[config.mk]
export PLATFORM = sky130hd
export DESIGN_NAME = cfg_dev_end_flat
export DESIGN_NICKNAME = d
export VERILOG_FILES = /design/src/hdl/cfg_access_pkg.sv /design/src/hdl/cfg_link_if.sv /design/src/hdl/cfg_dev_end.sv /design/src/flat_wrapper.sv
export SDC_FILE = /design/constraint.sdc
export NUM_CORES = 1
export LEC_CHECK = 0
export BUFFER_PORTS_ARGS = -buffer_cell sky130_fd_sc_hd__buf_2
export CAP_MARGIN = 20
export CORE_MARGIN = 1.5
export CORE_UTILIZATION = 33
export DETAILED_ROUTE_END_ITERATION = 6
export GPL_TIMING_DRIVEN = 0
export PLACE_DENSITY = 0.59
export SYNTH_ARGS = -nofsm -noshare
export SYNTH_HDL_FRONTEND = slang
export SYNTH_SLANG_ARGS = --single-unit
[constraint.sdc]
create_clock -name clock_i -period 4.6 [get_ports clock_i]
set_clock_uncertainty 0.15 [all_clocks]
set_input_delay 0.92 -clock clock_i [delete_from_list [all_inputs] [get_ports clock_i]]
set_output_delay 0.92 -clock clock_i [all_outputs]
set_load 0.01 [all_outputs]
[src/hdl/cfg_access_pkg.sv]
// Purpose: shared constants for the tile configuration token protocol
// Assumes: byte-wide token stream, control flag marks control tokens
// Notes:   codes and field sizes live here; byte counts in cfg_req_end are literals
package cfg_access_pkg;
  // ***************************************************************
  // token codes
  // ***************************************************************
  localparam logic [7:0] TOK_WRITE = 8'hc0;  // 192
  localparam logic [7:0] TOK_READ  = 8'hc1;  // 193
  localparam logic [7:0] TOK_END   = 8'h01;
  localparam logic [7:0] TOK_ACK   = 8'h03;
  localparam logic [7:0] TOK_NACK  = 8'h04;
  // ***************************************************************
  // field sizes in bytes and the no-reply return byte
  // ***************************************************************
  localparam logic [2:0] RET_BYTES  = 3'h3;
  localparam logic [2:0] REG_BYTES  = 3'h2;
  localparam logic [2:0] DATA_BYTES = 3'h4;
  localparam logic [7:0] NOREPLY_LSB = 8'hff;
  // ***************************************************************
  // processor status resource id and register space
  // ***************************************************************
  localparam int         PS_SHIFT   = 8;
  localparam logic [7:0] PS_RES_LOW = 8'h0c;
  localparam int         NUM_REGS   = 16;
  // configuration endpoint low part for raw channel addressing
  localparam logic [15:0] CFG_EP_LOW = 16'hc20c;

  function automatic logic [31:0] ps_res_id(input logic [15:0] num);
    ps_res_id = ({16'h0000, num} << PS_SHIFT) | {24'h000000, PS_RES_LOW};
  endfunction
endpackage

[src/hdl/cfg_link_if.sv]
`timescale 1ns/100ps
// Purpose: token link between requester and configuration end
// Assumes: single clock, valid/ready per byte, ctrl marks control token
// Notes:   two directions, request and reply
interface cfg_link_if;
  logic       req_valid;
  logic       req_ready;
  logic       req_ctrl;
  logic [7:0] req_data;
  logic       rsp_valid;
  logic       rsp_ready;
  logic       rsp_ctrl;
  logic [7:0] rsp_data;
  modport dev (input req_valid, req_ctrl, req_data, rsp_ready,
               output req_ready, rsp_valid, rsp_ctrl, rsp_data);
  modport req (output req_valid, req_ctrl, req_data, rsp_ready,
               input req_ready, rsp_valid, rsp_ctrl, rsp_data);
endinterface // cfg_link_if

[src/hdl/cfg_dev_end.sv]
`timescale 1ns/100ps
// Purpose: configuration end that parses token requests and replies
// Assumes: link on clock_i, register file held locally
// Notes:   also exposes processor status resource id for local access
//
// Contract
// - request carries 24-bit return identifier
// - all-ones low return byte suppresses write reply
// - multi-byte fields go most significant first
// - status resource id is num shl 8 or 0x0C
// - status read and write move 32 bits
// - raw channel targets tile id plus c20C
// - read is 193, return, register, end
// - write replies 3,1 or 4,1
// - read replies 3, data, 1 or 4,1
// - write is 192, return, register, data, end
module cfg_dev_end (
  // clock and reset
  input  wire logic        clock_i,
  input  wire logic        sys_rst_i,
  input  wire logic        clk_en_i,
  // link
  cfg_link_if.dev          link,
  // processor local status access
  input  wire logic        ps_wr_i,
  input  wire logic [15:0] ps_num_i,
  input  wire logic [31:0] ps_wdata_i,
  output logic      [31:0] ps_rdata_o,
  output logic      [31:0] ps_res_id_o,
  // last request return identifier
  output logic      [23:0] ret_id_o
);
  // ***************************************************************
  // state
  // ***************************************************************
  typedef enum logic [2:0] {
    S_IDLE = 3'b000, S_RET = 3'b001, S_REG = 3'b011, S_DATA = 3'b010,
    S_END = 3'b110, S_RSP = 3'b111, S_SKIP = 3'b101
  } dev_state_e;

  dev_state_e  st_ff, nxt_st;
  logic        is_wr_ff, nxt_is_wr;
  logic        bad_ff, nxt_bad;
  logic [2:0]  cnt_ff, nxt_cnt;
  logic [23:0] ret_ff, nxt_ret;
  logic [15:0] reg_ff, nxt_reg;
  logic [31:0] dat_ff, nxt_dat;
  logic [2:0]  rsp_idx_ff, nxt_rsp_idx;
  logic [31:0] regs_ff [cfg_access_pkg::NUM_REGS];
  logic [31:0] ps_rdata_ff, ps_res_ff;
  logic        rd_v_ff, rd_c_ff;
  logic [7:0]  rd_d_ff;
  logic        nxt_rv, nxt_rc;
  logic [7:0]  nxt_rd;
  logic        in_fire, out_fire, reg_ok, ack;
  logic        do_wr;

  assign in_fire  = link.req_valid && link.req_ready;
  assign out_fire = rd_v_ff && link.rsp_ready;
  assign link.req_ready = (st_ff != S_RSP) && clk_en_i;
  assign reg_ok   = reg_ff < 16'(cfg_access_pkg::NUM_REGS);
  assign ack      = !bad_ff && reg_ok;

  // ***************************************************************
  // request parser and reply sequencer
  // ***************************************************************
  always_comb begin
    nxt_st = st_ff;
    nxt_is_wr = is_wr_ff;
    nxt_bad = bad_ff;
    nxt_cnt = cnt_ff;
    nxt_ret = ret_ff;
    nxt_reg = reg_ff;
    nxt_dat = dat_ff;
    nxt_rsp_idx = rsp_idx_ff;
    nxt_rv = rd_v_ff && !out_fire;
    nxt_rc = rd_c_ff;
    nxt_rd = rd_d_ff;
    do_wr = 1'b0;
    case (st_ff)
      S_IDLE: if (in_fire && link.req_ctrl) begin
        nxt_bad = 1'b0;
        nxt_cnt = cfg_access_pkg::RET_BYTES;
        if (link.req_data == cfg_access_pkg::TOK_WRITE) begin
          nxt_is_wr = 1'b1;
          nxt_st = S_RET;
        end else if (link.req_data == cfg_access_pkg::TOK_READ) begin
          nxt_is_wr = 1'b0;
          nxt_st = S_RET;
        end
      end
      S_RET, S_REG, S_DATA: if (in_fire) begin
        if (link.req_ctrl) begin
          // early control token: malformed, answer failure
          nxt_bad = 1'b1;
          nxt_st = (link.req_data == cfg_access_pkg::TOK_END) ? S_RSP
                                                              : S_SKIP;
          nxt_rsp_idx = 3'h0;
        end else begin
          nxt_cnt = cnt_ff - 3'h1;
          if (st_ff == S_RET)
            nxt_ret = {ret_ff[15:0], link.req_data};
          else if (st_ff == S_REG)
            nxt_reg = {reg_ff[7:0], link.req_data};
          else
            nxt_dat = {dat_ff[23:0], link.req_data};
          if (cnt_ff == 3'h1) begin
            if (st_ff == S_RET) begin
              nxt_st = S_REG;
              nxt_cnt = cfg_access_pkg::REG_BYTES;
            end else if (st_ff == S_REG && is_wr_ff) begin
              nxt_st = S_DATA;
              nxt_cnt = cfg_access_pkg::DATA_BYTES;
            end else
              nxt_st = S_END;
          end
        end
      end
      S_END: if (in_fire) begin
        nxt_rsp_idx = 3'h0;
        if (!(link.req_ctrl && link.req_data == cfg_access_pkg::TOK_END)) begin
          nxt_bad = 1'b1;
          nxt_st = link.req_ctrl ? S_RSP : S_SKIP;
        end else begin
          nxt_st = S_RSP;
          do_wr = is_wr_ff && reg_ok;
          if (is_wr_ff && ret_ff[7:0] == cfg_access_pkg::NOREPLY_LSB)
            nxt_st = S_IDLE;
        end
      end
      S_SKIP: if (in_fire && link.req_ctrl &&
                  link.req_data == cfg_access_pkg::TOK_END)
        nxt_st = S_RSP;
      S_RSP: if (!rd_v_ff || out_fire) begin
        nxt_rv = 1'b1;
        nxt_rsp_idx = rsp_idx_ff + 3'h1;
        if (rsp_idx_ff == 3'h0) begin
          nxt_rc = 1'b1;
          nxt_rd = ack ? cfg_access_pkg::TOK_ACK
                       : cfg_access_pkg::TOK_NACK;
        end else if (ack && !is_wr_ff && rsp_idx_ff < 3'h5) begin
          nxt_rc = 1'b0;
          nxt_rd = dat_ff[31:24];
          nxt_dat = {dat_ff[23:0], 8'h00};
        end else begin
          nxt_rc = 1'b1;
          nxt_rd = cfg_access_pkg::TOK_END;
          nxt_st = S_IDLE;
        end
      end
      default: nxt_st = S_IDLE;
    endcase
    // read data loaded as the closing token arrives
    if (st_ff == S_END && !is_wr_ff && reg_ok)
      nxt_dat = regs_ff[reg_ff[3:0]];
  end

  always_ff @(posedge clock_i) begin
    if (sys_rst_i) begin
      st_ff <= S_IDLE;
      is_wr_ff <= 1'b0;
      bad_ff <= 1'b0;
      cnt_ff <= 3'h0;
      ret_ff <= 24'h000000;
      reg_ff <= 16'h0000;
      dat_ff <= 32'h00000000;
      rsp_idx_ff <= 3'h0;
      rd_v_ff <= 1'b0;
      rd_c_ff <= 1'b0;
      rd_d_ff <= 8'h00;
    end else if (clk_en_i) begin
      st_ff <= nxt_st;
      is_wr_ff <= nxt_is_wr;
      bad_ff <= nxt_bad;
      cnt_ff <= nxt_cnt;
      ret_ff <= nxt_ret;
      reg_ff <= nxt_reg;
      dat_ff <= nxt_dat;
      rsp_idx_ff <= nxt_rsp_idx;
      rd_v_ff <= nxt_rv;
      rd_c_ff <= nxt_rc;
      rd_d_ff <= nxt_rd;
    end
  end

  // ***************************************************************
  // register file, link writes win over local status writes
  // ***************************************************************
  always_ff @(posedge clock_i) begin
    if (sys_rst_i) begin
      for (int i = 0; i < cfg_access_pkg::NUM_REGS; i++)
        regs_ff[i] <= 32'h00000000;
      ps_rdata_ff <= 32'h00000000;
      ps_res_ff <= 32'h00000000;
    end else if (clk_en_i) begin
      if (do_wr)
        regs_ff[reg_ff[3:0]] <= dat_ff;
      else if (ps_wr_i && ps_num_i < 16'(cfg_access_pkg::NUM_REGS))
        regs_ff[ps_num_i[3:0]] <= ps_wdata_i;
      ps_rdata_ff <= (ps_num_i < 16'(cfg_access_pkg::NUM_REGS)) ?
                     regs_ff[ps_num_i[3:0]] : 32'h00000000;
      ps_res_ff <= cfg_access_pkg::ps_res_id(ps_num_i);
    end
  end

  assign link.rsp_valid = rd_v_ff;
  assign link.rsp_ctrl  = rd_c_ff;
  assign link.rsp_data  = rd_d_ff;
  assign ps_rdata_o  = ps_rdata_ff;
  assign ps_res_id_o = ps_res_ff;
  assign ret_id_o    = ret_ff;
endmodule // cfg_dev_end

[src/flat_wrapper.sv]
// flat-port wrapper written by rule: the top's interface ports become plain ports
module cfg_dev_end_flat 
  (clock_i, sys_rst_i, clk_en_i, ps_wr_i, ps_num_i, ps_wdata_i, ps_rdata_o, ps_res_id_o, ret_id_o, link_req_valid, link_req_ctrl, link_req_data, link_rsp_ready, link_req_ready, link_rsp_valid, link_rsp_ctrl, link_rsp_data);
  cfg_link_if link_i ();
  input  wire logic clock_i;
  input  wire logic sys_rst_i;
  input  wire logic clk_en_i;
  input  wire logic ps_wr_i;
  input  wire logic [15:0] ps_num_i;
  input  wire logic [31:0] ps_wdata_i;
  output logic      [31:0] ps_rdata_o;
  output logic      [31:0] ps_res_id_o;
  output logic      [23:0] ret_id_o;
  input wire logic [$bits(link_i.req_valid)-1:0] link_req_valid;
  input wire logic [$bits(link_i.req_ctrl)-1:0] link_req_ctrl;
  input wire logic [$bits(link_i.req_data)-1:0] link_req_data;
  input wire logic [$bits(link_i.rsp_ready)-1:0] link_rsp_ready;
  output wire logic [$bits(link_i.req_ready)-1:0] link_req_ready;
  output wire logic [$bits(link_i.rsp_valid)-1:0] link_rsp_valid;
  output wire logic [$bits(link_i.rsp_ctrl)-1:0] link_rsp_ctrl;
  output wire logic [$bits(link_i.rsp_data)-1:0] link_rsp_data;
  assign link_i.req_valid = link_req_valid;
  assign link_i.req_ctrl = link_req_ctrl;
  assign link_i.req_data = link_req_data;
  assign link_i.rsp_ready = link_rsp_ready;
  assign link_req_ready = link_i.req_ready;
  assign link_rsp_valid = link_i.rsp_valid;
  assign link_rsp_ctrl = link_i.rsp_ctrl;
  assign link_rsp_data = link_i.rsp_data;
  cfg_dev_end u_core (.clock_i(clock_i), .sys_rst_i(sys_rst_i), .clk_en_i(clk_en_i), .link(link_i), .ps_wr_i(ps_wr_i), .ps_num_i(ps_num_i), .ps_wdata_i(ps_wdata_i), .ps_rdata_o(ps_rdata_o), .ps_res_id_o(ps_res_id_o), .ret_id_o(ret_id_o));
endmodule
==> impl_summary.md <==
Clock network
In this run the clock root is driven by a sky130_fd_sc_hd__clkbuf_16. The clock drives 658 sinks. After clock tree synthesis, the clock-pin slew on the worst setup and hold paths is 60 ps. The maximum count of clock buffers along a single path is 3. TritonCTS built the clock tree. The total CTS buffers is 73. The CTS H-tree depth is 3. The post-CTS setup buffer count is 0. Clock latency on the worst-skew pair, taken at its later pin, is 640 ps.

GRT
Across every metal layer, demand over resource in global routing totals 0.240. Global routing finished with a remaining overflow of 0. The number of antenna violations at the first check in global routing was 1.

The wire length of the first global-routing pass is 173000 µm. The number of global-route vias before repair is 24100. The met1 usage in global routing is 0.310. met2 is the most crowded layer. For this run, global-route usage on met2 was measured as 0.386. In the global route stage, met3 resource usage came out at 0.0506. The maximum number of pins on one net before global-route repair is 24.

STA
The number of endpoints failing setup at the final stage is 0. The worst pin sits at a relative slew slack of 0.184. The final number of hold-violating endpoints is 0.

After layout, the minimum clock period comes to 4410 ps. The final clock period utilization by the worst path is 0.958. Across all setup checks in the final design, the least slack found is 193 ps. The post-route worst hold slack is 302 ps. The sum of negative setup slack is 0 ps. The number of max-slew violations in the final report is 0. Setup repair after global routing left no endpoint under its margin. The transition time at the pin with the least slew margin is 1220 ps. Based on the critical path, the design can be clocked at up to 227 MHz.

Placed design
The placed instances occupy a cell area of 35800 µm². During placement, the flow inserted port buffers numbering 143. The final weighted congestion in routability-driven placement is 0.910. Before CTS, the worst setup slack after placement is -524 ps. Summed over all nets, the half-perimeter wirelength after detailed placement is 88400 µm.

Logic synthesis
The synthesized design contains 512 enable-type register cells. After synthesis, the cell types taking the most area are sky130_fd_sc_hd__edfxtp_1, sky130_fd_sc_hd__mux4_2, sky130_fd_sc_hd__dfxtp_1, sky130_fd_sc_hd__nor2_1, sky130_fd_sc_hd__nand2_1. The average instance area after synthesis is 12.6 µm². The area share of the leading cell type in the synthesized netlist is 0.471. The number of flip-flops and latches in the synthesized netlist is 658. The share of the Yosys chip area taken by registers is 0.560. For this run, the leading register cell type out of synthesis is sky130_fd_sc_hd__edfxtp_1. The async set or reset register ratio after synthesis is 0. The number of standard cells after synthesis is 2598.

The synthesized design spends more area on one cell type than any other, namely sky130_fd_sc_hd__edfxtp_1. The synthesized netlist occupies a cell area of 32700 µm². The number of different library cells used by synthesis comes to 57. The number of warnings issued by yosys is 0.

Floorplan
In this run the vertical extent of the chip is 318 µm. The total I/O pin count is 162. The core area is 98300 µm². The effective utilization at floorplan is 0.332. In this run the core area contains 115 standard-cell rows. The die is 318 µm wide. The die area is 101000 µm².

Flow run
Across the run, the number of max-cap violations was 0.

Detailed routing
The vias per cell is 5.85. The detailed-route DRC error count is 0. The final layout contains routed wiring with a total length of 124000 µm. In the final routed layout, each cell accounts on average for 29.3 µm. The count of nets left with antenna violations after detail routing is 0. The total number of vias is 24700. The DRC violation total after the first TritonRoute iteration is 3835. The count of TritonRoute iterations in the first routing pass is 6.

Critical path
The type of the worst setup path is in -> reg. At the worst endpoint, the required time is 4760 ps. The kind of capture point of the worst setup path is a register. At the worst endpoint, the arrival time is 4570 ps.

In this run the worst path has a maximum fanout of 18. STA classifies the critical path startpoint as an input port.

Layout
The net total in the final layout is 2941. In the layout the commonest cells are sky130_fd_sc_hd__nor2_1, sky130_fd_sc_hd__edfxtp_1, sky130_fd_sc_hd__nand2_1, sky130_fd_sc_hd__mux4_2, sky130_fd_sc_hd__buf_2. The most common cell after layout, fill and taps aside is sky130_fd_sc_hd__nor2_1. The number of diodes added for antenna fixing is 0. The final core utilization is 0.388.

The layout cell share with drive strength beyond 1 is 0.240. The layout overhead on the synthesized area is 16.8%. After routing the design area is 38200 µm².

Power and ir drop
Dividing total power by cell area gives a power density of 348 nW/µm². The peak ir drop on the vdd network is 216 µV. The analysis attributes to cell leakage a power of 12.3 nW.

Hold path
In this run the worst hold path is classified as reg -> reg.

Outcome
The run finished with clean final reports.
-- cell type report --
class                   count  area [µm²]
clock inverters            32         273
multi-input cells        1710       13400
fillers                  9339       60100
plain buffers             234        1010
inverters                   9        33.8
clock buffers             100        2020
flip-flops and latches    658       18300
well taps                1287        1610
repair buffers            188        1500
-- critical path, stage by stage --
cell,delay (ps)
sky130_fd_sc_hd__buf_2,100
sky130_fd_sc_hd__nor4_1,410
sky130_fd_sc_hd__nand4_1,370
sky130_fd_sc_hd__a311oi_4,540
sky130_fd_sc_hd__buf_2,420
sky130_fd_sc_hd__mux2i_4,530
sky130_fd_sc_hd__buf_4,340
sky130_fd_sc_hd__a21o_2,610
sky130_fd_sc_hd__buf_12,280
-- flip-flops by register name (all words and copies together) (netlist names), 3 cells and up, named ones only --
name                  count
u_core.regs_ff          512
u_core.dat_ff            32
u_core.ps_rdata_o        32
u_core.ret_id_o          24
u_core.ps_res_id_o       17
u_core.reg_ff            16
u_core.link.rsp_data      8
u_core.cnt_ff             3
u_core.rsp_idx_ff         3
u_core.st_ff              3
-- cell families (layout without fill, tap and decap cells) --
kind of cell,after synthesis,after routing,share of synthesized area
multiplexers,400,400,0.227
XOR/XNOR,2,2,0.000536
AND/OR/NAND/NOR,1020,1020,0.127
AO/OA/AOI/OAI,270,270,0.0522
buffers and inverters,243,563,0.0320
flip-flops,658,658,0.560
other,1,14,0.000115
adder cells (fa/ha/maj),4,4,0.00153
-- synthesized netlist by cell type, drive strengths merged, types with 2 or more instances --
| library cell | n |
|---|---|
| nor2 | 596 |
| edfxtp | 512 |
| nand2 | 286 |
| mux4 | 265 |
| dfxtp | 146 |
| clkbuf | 135 |
| a21oi | 124 |
| buf | 99 |
| mux2i | 78 |
| mux2 | 57 |
| nor2b | 41 |
| nand3 | 34 |
| o211ai | 31 |
| o21ai | 30 |
| a221oi | 23 |
| nor3 | 22 |
| a21o | 16 |
| a22oi | 16 |
| a311oi | 13 |
| nand2b | 12 |
| inv | 9 |
| and2 | 5 |
| or4 | 5 |
| a211oi | 4 |
| ha | 4 |
| nor4 | 4 |
| and3 | 3 |
| nand4 | 3 |
| a31oi | 2 |
| and4 | 2 |
| o221ai | 2 |
-- final timing paths --
check	from	end	slack (ps)	cells after the start
hold reg to reg	u_core.reg_ff[14]	u_core.reg_ff[14]	300	2
setup reg to reg	u_core.reg_ff[10]	u_core.regs_ff[4][25]	260	8
setup / recovery	ps_num_i[4]	u_core.regs_ff[7][13]	190	9
hold / removal	u_core.reg_ff[14]	u_core.reg_ff[14]	300	2
-- routing by layer --
layer,routed length (µm),part of all wire,vias up
li1,-,-,10200
met1,45900,0.37,12500
met2,57300,0.46,1721
met3,13900,0.11,349
met4,6620,0.054,0
met5,0,0,-
-- per-stage QoR --
stage / instances / total power, mW
floorplan: 2611 / 7.21
global placement: 4041 / 7.56
detailed placement: 4081 / 7.62
CTS: 4213 / 13.3
global route: 4218 / 13.6
finish: 4218 / 13.3
-- timing repair --
action	4_1_cts	5_1_grt
gates resized for setup	0	5
setup endpoints to repair	0	33
hold buffers	0	0
hold endpoints to repair	0	0
-- power by group --
part | total [mW] | switching (mW) | internal, mW
clock network | 5.77 | 2.47 | 3.30
logic | 0.878 | 0.508 | 0.369
registers | 6.64 | 0.0888 | 6.55
Note: power is estimated with default switching activity, not from simulation.
